File: src/logic/tap_pkg.sv
package tap_pkg;
    // ***********************************************
    // tap states and instruction register
    // ***********************************************
    typedef enum logic [3:0] {
        st_reset, st_idle, st_sel_dr, st_cap_dr, st_shift_dr, st_exit1_dr, st_pause_dr,
        st_exit2_dr, st_upd_dr, st_sel_ir, st_cap_ir, st_shift_ir, st_exit1_ir,
        st_pause_ir, st_exit2_ir, st_upd_ir
    } tap_state_t;

    localparam int IR_WIDTH = 4;
    localparam logic [3:0] IR_CAPTURE = 4'h1;
    // instruction codes
    localparam logic [3:0] INS_EXTEST = 4'h0;
    localparam logic [3:0] INS_IDCODE = 4'h1;
    localparam logic [3:0] INS_SAMPLE = 4'h2;
    localparam logic [3:0] INS_PROG_FIRST = 4'h4;
    localparam logic [3:0] INS_PROG_LAST = 4'h7;
    localparam logic [3:0] INS_DEBUG_FIRST = 4'h8;
    localparam logic [3:0] INS_DEBUG_LAST = 4'hB;
    localparam logic [3:0] INS_BYPASS = 4'hF;
    localparam logic [3:0] IR_RESET = INS_IDCODE;

    // ***********************************************
    // data register sizes
    // ***********************************************
    localparam int ID_WIDTH = 32;
    // arbitrary identity value
    localparam logic [31:0] ID_VALUE = 32'h0000_0001;
    localparam int BSR_WIDTH = 8;
    localparam int PROG_WIDTH = 16;
    localparam int DBG_WIDTH = 16;
endpackage

File: src/logic/tap_shift_if.sv
`timescale 1ns/10ps
`default_nettype none
interface tap_shift_if;
    logic capture;
    logic shift;
    logic update;
    logic tdi;
    modport ctrl (output capture, output shift, output update, output tdi);
    modport chain (input capture, input shift, input update, input tdi);
endinterface
`default_nettype wire
File: src/logic/tap_chain.sv
`timescale 1ns/10ps
`default_nettype none
module tap_chain #(
    parameter int WIDTH = 8
) (
    input wire logic clock,
    input wire logic rstn,
    input wire logic tck_rise,
    input wire logic sel,
    tap_shift_if.chain sif,
    input wire logic [WIDTH-1:0] par_in,
    output logic [WIDTH-1:0] par_out,
    output logic ser_out
);
    logic [WIDTH-1:0] sr_q;

    // ***********************************************
    // capture, shift and latched update
    // ***********************************************
    always_ff @(posedge clock) begin
        if (!rstn) begin
            sr_q <= '0;
        end else if (tck_rise && sel && sif.capture) begin
            sr_q <= par_in;
        end else if (tck_rise && sel && sif.shift) begin
            sr_q <= {sif.tdi, sr_q[WIDTH-1:1]};
        end
    end

    always_ff @(posedge clock) begin
        if (!rstn) begin
            par_out <= '0;
        end else if (tck_rise && sel && sif.update) begin
            par_out <= sr_q;
        end
    end

    assign ser_out = sr_q[0];
endmodule
`default_nettype wire

File: src/logic/tap_controller.sv
`timescale 1ns/10ps
`default_nettype none
// How it works
// fuse off: pins free, tap held reset
// fuse on, disable clear: pullups, access on
// no trst; only tms resets
// sixteen states, tms sampled on tck rise
// power-on reset starts in test-logic-reset
// all shifts move lsb first
// host uses 1,1,0,0 to shift-ir
// four-bit ir, tms high with msb
// shift-ir outputs captured value 0x01
// update-ir latches new instruction
// host uses 1,0,0 to shift-dr
// capture-dr loads, then shifts out
// latched outputs change only in update-dr
// exit and pause states do nothing
// five tms highs reach reset
// instruction picks exactly one data register
// id, bypass, boundary, program, debug chains
// idle between ir and dr optional
// debugger watches and pulls system reset; no reset output here, debug chain only captures dbg_in, drives dbg_out
// tck-synchronous; tdo from shifted register
// standard graph; tdo on fall, hi-z elsewhere
// reset loads default instruction
module tap_controller
    import tap_pkg::*;
(
    input wire logic clock,
    input wire logic rstn,
    input wire logic tap_enable_fuse,
    input wire logic tap_disable_bit,
    input wire logic tck,
    input wire logic tms,
    input wire logic tdi,
    output logic tdo,
    output logic tdo_oe_n,
    output logic pins_are_port,
    output logic pullup_en,
    input wire logic [BSR_WIDTH-1:0] bsr_pins_in,
    output logic [BSR_WIDTH-1:0] bsr_pins_out,
    output logic extest_active,
    input wire logic [PROG_WIDTH-1:0] prog_in,
    output logic [PROG_WIDTH-1:0] prog_out,
    output logic prog_active,
    input wire logic [DBG_WIDTH-1:0] dbg_in,
    output logic [DBG_WIDTH-1:0] dbg_out,
    output logic dbg_active,
    output logic idle_run,
    output logic [IR_WIDTH-1:0] instruction
);
    // ***********************************************
    // pin synchronisers and tck edges
    // ***********************************************
    logic [1:0] tck_s_q;
    logic [1:0] tms_s_q;
    logic [1:0] tdi_s_q;
    logic tck_prev_q;
    logic tck_rise;
    logic tck_fall;
    logic tap_on;

    always_ff @(posedge clock) begin
        if (!rstn) begin
            tck_s_q <= 2'h0;
            tck_prev_q <= 1'b0;
        end else begin
            tck_s_q <= {tck_s_q[0], tck};
            tck_prev_q <= tck_s_q[1];
        end
    end

    always_ff @(posedge clock) begin
        if (!rstn) begin
            tms_s_q <= 2'h3;
        end else begin
            tms_s_q <= {tms_s_q[0], tms};
        end
    end

    always_ff @(posedge clock) begin
        if (!rstn) begin
            tdi_s_q <= 2'h3;
        end else begin
            tdi_s_q <= {tdi_s_q[0], tdi};
        end
    end

    assign tck_rise = tck_s_q[1] && !tck_prev_q;
    assign tck_fall = !tck_s_q[1] && tck_prev_q;
    assign tap_on = tap_enable_fuse && !tap_disable_bit;
    assign pins_are_port = !tap_on;
    assign pullup_en = tap_on;

    // ***********************************************
    // tap state machine
    // ***********************************************
    tap_state_t state_q;
    tap_state_t state_d;

    always_comb begin
        state_d = state_q;
        unique case (state_q)
            st_reset: state_d = tms_s_q[1] ? st_reset : st_idle;
            st_idle: state_d = tms_s_q[1] ? st_sel_dr : st_idle;
            st_sel_dr: state_d = tms_s_q[1] ? st_sel_ir : st_cap_dr;
            st_cap_dr: state_d = tms_s_q[1] ? st_exit1_dr : st_shift_dr;
            st_shift_dr: state_d = tms_s_q[1] ? st_exit1_dr : st_shift_dr;
            st_exit1_dr: state_d = tms_s_q[1] ? st_upd_dr : st_pause_dr;
            st_pause_dr: state_d = tms_s_q[1] ? st_exit2_dr : st_pause_dr;
            st_exit2_dr: state_d = tms_s_q[1] ? st_upd_dr : st_shift_dr;
            st_upd_dr: state_d = tms_s_q[1] ? st_sel_dr : st_idle;
            st_sel_ir: state_d = tms_s_q[1] ? st_reset : st_cap_ir;
            st_cap_ir: state_d = tms_s_q[1] ? st_exit1_ir : st_shift_ir;
            st_shift_ir: state_d = tms_s_q[1] ? st_exit1_ir : st_shift_ir;
            st_exit1_ir: state_d = tms_s_q[1] ? st_upd_ir : st_pause_ir;
            st_pause_ir: state_d = tms_s_q[1] ? st_exit2_ir : st_pause_ir;
            st_exit2_ir: state_d = tms_s_q[1] ? st_upd_ir : st_shift_ir;
            st_upd_ir: state_d = tms_s_q[1] ? st_sel_dr : st_idle;
        endcase
    end

    always_ff @(posedge clock) begin
        if (!rstn || !tap_on) begin
            state_q <= st_reset;
        end else if (tck_rise) begin
            state_q <= state_d;
        end
    end

    // ***********************************************
    // instruction register
    // ***********************************************
    logic [IR_WIDTH-1:0] ir_sr_q;
    logic [IR_WIDTH-1:0] ir_q;

    always_ff @(posedge clock) begin
        if (!rstn) begin
            ir_sr_q <= IR_CAPTURE;
        end else if (tck_rise && state_q == st_cap_ir) begin
            ir_sr_q <= IR_CAPTURE;
        end else if (tck_rise && state_q == st_shift_ir) begin
            ir_sr_q <= {tdi_s_q[1], ir_sr_q[IR_WIDTH-1:1]};
        end
    end

    always_ff @(posedge clock) begin
        if (!rstn || state_q == st_reset) begin
            ir_q <= IR_RESET;
        end else if (tck_rise && state_q == st_upd_ir) begin
            ir_q <= ir_sr_q;
        end
    end

    assign instruction = ir_q;

    // ***********************************************
    // instruction decode
    // ***********************************************
    function automatic logic in_band(input logic [IR_WIDTH-1:0] c, lo, hi);
        return c >= lo && c <= hi;
    endfunction

    // ***********************************************
    // data register selection
    // ***********************************************
    logic sel_id;
    logic sel_bsr;
    logic sel_prog;
    logic sel_dbg;
    logic sel_byp;

    always_comb begin
        sel_id = 1'b0;
        sel_bsr = 1'b0;
        sel_prog = 1'b0;
        sel_dbg = 1'b0;
        sel_byp = 1'b0;
        if (ir_q == INS_IDCODE) begin
            sel_id = 1'b1;
        end else if (ir_q == INS_EXTEST || ir_q == INS_SAMPLE) begin
            sel_bsr = 1'b1;
        end else if (in_band(ir_q, INS_PROG_FIRST, INS_PROG_LAST)) begin
            sel_prog = 1'b1;
        end else if (in_band(ir_q, INS_DEBUG_FIRST, INS_DEBUG_LAST)) begin
            sel_dbg = 1'b1;
        end else begin
            sel_byp = 1'b1;
        end
    end

    assign extest_active = sel_bsr && ir_q == INS_EXTEST;
    assign prog_active = sel_prog;
    assign dbg_active = sel_dbg;
    assign idle_run = state_q == st_idle;

    // ***********************************************
    // shared control to chains; exit and pause states idle
    // ***********************************************
    tap_shift_if sif ();
    assign sif.capture = state_q == st_cap_dr;
    assign sif.shift = state_q == st_shift_dr;
    assign sif.update = state_q == st_upd_dr;
    assign sif.tdi = tdi_s_q[1];

    logic id_so;
    logic bsr_so;
    logic prog_so;
    logic dbg_so;

    tap_chain #(.WIDTH(ID_WIDTH)) u_id (
        .clock(clock),
        .rstn(rstn),
        .tck_rise(tck_rise),
        .sel(sel_id),
        .sif(sif),
        .par_in(ID_VALUE),
        .par_out(),
        .ser_out(id_so)
    );

    tap_chain #(.WIDTH(BSR_WIDTH)) u_bsr (
        .clock(clock),
        .rstn(rstn),
        .tck_rise(tck_rise),
        .sel(sel_bsr),
        .sif(sif),
        .par_in(bsr_pins_in),
        .par_out(bsr_pins_out),
        .ser_out(bsr_so)
    );

    tap_chain #(.WIDTH(PROG_WIDTH)) u_prog (
        .clock(clock),
        .rstn(rstn),
        .tck_rise(tck_rise),
        .sel(sel_prog),
        .sif(sif),
        .par_in(prog_in),
        .par_out(prog_out),
        .ser_out(prog_so)
    );

    tap_chain #(.WIDTH(DBG_WIDTH)) u_dbg (
        .clock(clock),
        .rstn(rstn),
        .tck_rise(tck_rise),
        .sel(sel_dbg),
        .sif(sif),
        .par_in(dbg_in),
        .par_out(dbg_out),
        .ser_out(dbg_so)
    );

    // ***********************************************
    // bypass bit
    // ***********************************************
    logic byp_q;

    always_ff @(posedge clock) begin
        if (!rstn) begin
            byp_q <= 1'b0;
        end else if (tck_rise && sel_byp && state_q == st_cap_dr) begin
            byp_q <= 1'b0;
        end else if (tck_rise && sel_byp && state_q == st_shift_dr) begin
            byp_q <= tdi_s_q[1];
        end
    end

    // ***********************************************
    // tdo on falling tck, released outside shift
    // ***********************************************
    logic dr_so;

    always_comb begin
        dr_so = byp_q;
        if (sel_id) begin
            dr_so = id_so;
        end else if (sel_bsr) begin
            dr_so = bsr_so;
        end else if (sel_prog) begin
            dr_so = prog_so;
        end else if (sel_dbg) begin
            dr_so = dbg_so;
        end
    end

    always_ff @(posedge clock) begin
        if (!rstn) begin
            tdo <= 1'b0;
        end else if (tck_fall) begin
            tdo <= (state_q == st_shift_ir) ? ir_sr_q[0] : dr_so;
        end
    end

    always_ff @(posedge clock) begin
        if (!rstn || !tap_on) begin
            tdo_oe_n <= 1'b1;
        end else if (tck_fall) begin
            tdo_oe_n <= !(state_q == st_shift_ir || state_q == st_shift_dr);
        end
    end
endmodule
`default_nettype wire

File: config.mk
export PLATFORM = sky130hd
export DESIGN_NAME = tap_controller
export DESIGN_NICKNAME = d
export VERILOG_FILES = /design/src/logic/tap_pkg.sv /design/src/logic/tap_shift_if.sv /design/src/logic/tap_chain.sv /design/src/logic/tap_controller.sv
export SDC_FILE = /design/constraint.sdc
export NUM_CORES = 1
export LEC_CHECK = 0
export ABC_AREA = 0
export BUFFER_PORTS_ARGS = -buffer_cell sky130_fd_sc_hd__clkbuf_2
export CAP_MARGIN = 20
export CORE_MARGIN = 2
export CORE_UTILIZATION = 60
export DETAILED_ROUTE_END_ITERATION = 8
export PLACE_DENSITY = 0.88
export SYNTH_ARGS = -nofsm -noshare
export SYNTH_HDL_FRONTEND = slang
export SYNTH_SLANG_ARGS = --single-unit
export TNS_END_PERCENT = 100
File: constraint.sdc
create_clock -name clock -period 3.05 [get_ports clock]
set_clock_uncertainty 0.05 [all_clocks]
set_input_delay 0.915 -clock clock [delete_from_list [all_inputs] [get_ports clock]]
set_output_delay 0.915 -clock clock [all_outputs]
set_load 0.05 [all_outputs]
# --- Word level (Yosys, flattened, before mapping) ---
# Index checks and enable logic that the tools add are counted.
word_totals:
  output_inout_bits: 52
  reg_bits: 134
  elab_cells: 129
  inputBits: 47
classes:
  bitwise: 1
  reduce_logical: 49
  eq_ne: 17
  magnitude_cmp: 4
  n_mux: 40
ops:
  columns: ["operator", "n"]
  rows:
  - ["16-bit 2-to-1 mux", 4]
  - ["4-bit case mux with 12 select lines", 1]
  - ["4-bit == test, second input constant", 8]
  - ["1-bit logical AND", 27]
  - ["1-bit 2-to-1 mux", 24]
  - ["4-bit by 3-bit == test with 1-bit output, second input constant", 4]
  - ["4-bit 2-to-1 mux", 4]
  - ["8-bit 2-to-1 mux", 2]
  - ["4-bit by 2-bit == test with 1-bit output, second input constant", 3]
  - ["2-bit OR reduction", 5]
  - ["4-bit by 1-bit == test with 1-bit output, second input constant", 2]
  - ["4-bit zero test", 2]
  - ["2-bit nonzero test", 4]
  - ["1-bit zero test", 6]
  - ["2-bit 2-to-1 mux", 3]
  - ["3-bit 2-to-1 mux", 2]
  - ["4-bit by 3-bit greater-or-equal comparator with 1-bit output, second input constant", 1]
  - ["4-bit greater-or-equal comparator, second input constant", 1]
  - ["4-bit by 3-bit less-or-equal comparator with 1-bit output, second input constant", 1]
  - ["4-bit less-or-equal comparator, second input constant", 1]
  - ["1-bit logical OR", 4]
  - ["3-bit OR reduction", 1]
  - ["1-bit inverter", 1]

# --- Longest topological paths before layout ---
logic_depth:
  depth_word: 11
  depth_mapped: 8
  depth_no_buf: 6

# --- By module ---
# Synthesis repeated with hierarchy kept, for this count alone.
hier_totals:
  hier_cells: 866
  hier_area_um2: 7244.4
by_module_without_submodules:
  columns: ["mod", "cells_per_inst", "instances", "area_per_inst_um2", "seq_area_each_um2"]
  rows:
  - ["tap_chain (u_dbg ...)", 161, 2, 1338.8, 640.6]
  - ["tap_chain (u_id)", 320, 1, 2625.0, 1281.2]
  - ["tap_controller", 152, 1, 1246.2, 440.4]
  - ["tap_chain (u_bsr)", 72, 1, 695.7, 320.3]

# --- Worst setup path before layout ---
# No wires, ideal clock.
synth_path:
  path_kind: "input-to-output"
  from: "input port tap_enable_fuse"
  to: "output port pins_are_port"
  path_stages: 2
  t_required_ns: 2.085
  t_arrival_ns: 2.190
  path_slack_ns: -0.105
  path_buffers: 0
  cell_sequence: "nor2b_1 -> inv_1"
synth_between:
  elab_chain_len: 2
synth_lines:
  columns: ["element", "line", "source"]
  rows:
  - ["start: declaration", "tap_controller.sv:31", "input wire logic tap_enable_fuse,"]
  - ["1-bit logical AND", "tap_controller.sv:91", "assign tap_on = tap_enable_fuse && !tap_disable_bit;"]
  - ["1-bit zero test", "tap_controller.sv:92", "assign pins_are_port = !tap_on;"]
  - ["end: declaration", "tap_controller.sv:38", "output logic pins_are_port,"]
# Every way passes these cells.

# --- Worst setup path after layout ---
layout_path:
  from: "register state_q[3]"
  to: "output port idle_run"
layout_between:
  elab_chain_len: 1
layout_lines:
  columns: ["element", "line", "source"]
  rows:
  - ["start: declaration", "tap_controller.sv:98", "tap_state_t state_q;"]
  - ["start signal: assignment", "tap_controller.sv:125", "state_q <= st_reset;"]
  - ["start signal: assignment", "tap_controller.sv:127", "state_q <= state_d;"]
  - ["4-bit by 1-bit == test with 1-bit output", "tap_controller.sv:195", "assign idle_run = state_q == st_idle;"]
  - ["end: declaration", "tap_controller.sv:49", "output logic idle_run,"]
# Every way passes these cells.

==> summary.md <==
| Metric | Value |
|---|---|
| CP max-delay cell | `dfxtp_1` |
| R2r startpoint | `state_q[2]` |
| CP peak stage delay | `0.57 ns` |
| Synthesized instance count | `602` |
| Leak Pwr | `0.00295 µW` |
| Worst rel slew slack | `41.5%` |
| Max-slew violations | `0` |
| Layout cells sized above 1 | `22.0%` |
| Placeable core area | `8810 µm²` |
| # rows | `34` |
| IO Pins | `99` |
| ANT cells | `0` |
| Synthesized Nets | `652` |
| VDD IR max | `0.399 mV` |
| DR DRC count | `0` |
| Final Routed Wirelength | `13,200 µm` |
| Layout area overhead | `21.7%` |
| Die height | `99.8 µm` |
| Final Net Count | `739` |
| Largest net degree at the start of global routing | `42` |
| Cell area after synthesis | `5510 µm²` |
| Seq/Total Area, Yosys | `48.7%` |
| Multi-input logic area | `2600 µm²` |
| Status | `complete, no violations` |
| Die W | `99.8 µm` |
| Prevailing post-synth register cell | `dfxtp_1` |
| Inserted Clock Buffers | `17` |
| Crit-path cells | `or3_1 > nor2_1 > clkbuf_2` |
| Starting Density | `62.6%` |
| CTS clock-pin slew for the worst setup and hold paths | `0.06 ns` |
| Via Count | `4,657` |
| Tightest Pin Transition | `0.866 ns` |
| Final Hold Vio Count | `0` |
| F_max | `346 MHz` |
| CP Launch Point | `state_q[3]` |
| Avg Cell Area, Syn | `9.15 µm²` |
| Port buffer count | `98` |
| Critical path's top delay family | `flip-flops` |
| CTS tree | `yes` |
| Antenna viol nets, final | `0` |
| Drt wl/cell | `16.3 µm` |
| Reg area | `2680 µm²` |
| Final setup fails | `0` |
| Grt ovf | `0` |
| Number of synthesis warnings | `0` |
| H-tree levels | `4` |
| Final RePlAce weighted congestion | `0.834` |
| Cell area after placement | `6080 µm²` |
| Vias per cell | `5.76` |
| Hpwl dp | `8290 µm` |
| CTS resizes | `0` |
| Root Buffer Master | `clkbuf_8` |
| RSZ-0062 raised after global routing | `no` |
| Hold path startpoint | `tdi_s_q[0]` |
| CTS max path bufs | `2` |
| Netlist cell types | `44` |
| WP data arrival | `1.92 ns` |
| Min-Delay Path Class | `reg2reg` |
| Worst-skew pair later-pin latency | `0.52 ns` |
| Crit share post-route | `94.7%` |
| Die area | `9970 µm²` |
| Buffers & Inverters on Critical Path | `1` |
| Antenna violations before repair | `0` |
| Post-route minimum period | `2.89 ns` |
| First-pass detailed-route iteration total | `5` |
| #FFs+latches synth | `134` |
| Max-Cap Viols | `0` |
| CTS Hold Bufs | `0` |
| Drt first-iter violations | `343` |
| Power per Cell Area | `601 nW/µm²` |
| Sinks on Clock Net | `134` |
| Fill cells | `550` |
| Fin Setup TNS | `0 ns` |
| Startpoint class of the critical path | `register` |
| Worst-path fanout max | `20` |
| Data required, critical path | `2.08 ns` |
| Setup Crit Path Kind | `reg2out` |
| Worst setup EP type | `primary output` |
| Gr usage total | `26.7%` |
| Setup repair bufs after CTS | `0` |
| Vias in the first global route | `4,388` |
| First-pass GRT wire length | `21,200 µm` |
| Asr flop ratio synth | `0%` |
| Post-synth EDFFs | `0` |
| Fin area | `6710 µm²` |
## cell families after synthesis
family          count (synthesis)  share of synthesized area, %
compound gates                 78                          12.3
xor+xnor                        1                         0.159
fa+ha+maj                       3                         0.681
buf+inv                        55                          4.50
flops                         134                          48.7
mux                            78                          14.2
simple gates                  253                          19.5
## Yosys cell counts (all sizes together) (2+ instances only)
cell type | n | share of area [%]
nor2b | 7 | 0.79
nor3 | 5 | 0.45
nor3b | 2 | 0.27
a2111oi | 3 | 1.5
and2 | 4 | 0.45
nand2 | 87 | 5.9
o221a | 2 | 0.41
clkbuf | 26 | 1.8
a311oi | 41 | 6.5
nand3b | 3 | 0.41
ha | 3 | 0.68
nand4 | 2 | 0.23
nand3 | 4 | 0.54
nand2b | 9 | 1.0
nor4b | 2 | 0.32
o41ai | 3 | 0.48
a21oi | 9 | 0.82
buf | 18 | 2.0
mux2i | 78 | 14
o21ai | 7 | 0.64
a211o | 3 | 0.48
dfxtp | 134 | 49
nor2 | 124 | 8.4
inv | 11 | 0.75
## flip-flops by register name, summed over array words and instances (netlist names), 2 cells and up
register        cells
tck_s_q             2
u_bsr.sr_q          8
u_dbg.sr_q         16
u_dbg.par_out      16
u_id.sr_q          32
u_bsr.par_out       8
tdi_s_q             2
ir_sr_q             4
u_prog.par_out     16
u_prog.sr_q        16
tms_s_q             2
state_q             4
instruction         4
## worst paths after layout
path                          end  slack, ns  cells after the start
setup / recovery         idle_run       0.16                      3
hold / removal         tdi_s_q[1]       0.36                      1
setup reg to reg  u_prog.sr_q[14]       0.41                      5
hold reg to reg        tdi_s_q[1]       0.36                      1
## cells in the final DEF, fill, tap and decap left out, types with 4 or more instances in the layout
master and n:
nor2b_1 6, inv_6 5, mux2i_1 78, a311oi_1 41, nand2_1 87, clkbuf_2 98
dfxtp_1 134, a21oi_1 9, o21ai_0 6, nand2b_1 9, and2_1 4, inv_1 10
buf_4 12, bufinv_16 4, clkbuf_16 16, nor3_1 5, nor2_1 124
## through the flow
| stage | utilization (%) | instances | setup slack [ns] | hold slack (ns) | total power [µW] |
|---|---|---|---|---|---|
| after global routing | 76.2 | 809 | 0.0687 | 0.386 | 4130 |
| after global placement | 69.0 | 778 | 0.631 | 0.345 | 1890 |
| after CTS | 76.2 | 809 | 0.157 | 0.366 | 4040 |
| final | 76.2 | 809 | 0.162 | 0.361 | 4030 |
| after detailed placement | 69.0 | 778 | 0.604 | 0.358 | 1890 |
| after floorplan | - | 602 | 0.277 | 0.336 | 1840 |
## layout make-up
cell class                 count  share of cell area (%)
sequential                   134                    40.0
multi-input combinational    413                    38.7
timing repair buffer         112                    9.25
clock buffer                  19                    6.58
clock inverter                12                    2.82
tap                          108                    2.01
inverter                      11                   0.616
## power breakdown
part | internal, µW | switching (µW) | total, µW
clock network | 1380 | 798 | 2180
registers | 1750 | 5.02 | 1760
logic | 36.1 | 55.0 | 91.1
total | 3170 | 858 | 4030
## routing by layer
| layer | vias to the layer above | GRT usage, % | part of all wire [%] |
|---|---|---|---|
| met4 | 0 | 12.5 | 2.3 |
| li1 | 2256 | - | - |
| met2 | 152 | 44.1 | 50 |
| met1 | 2218 | 33.6 | 43 |
| met5 | - | 0 | 0 |
| met3 | 31 | 5.92 | 5.3 |
Power figures use the tool's default switching activity.
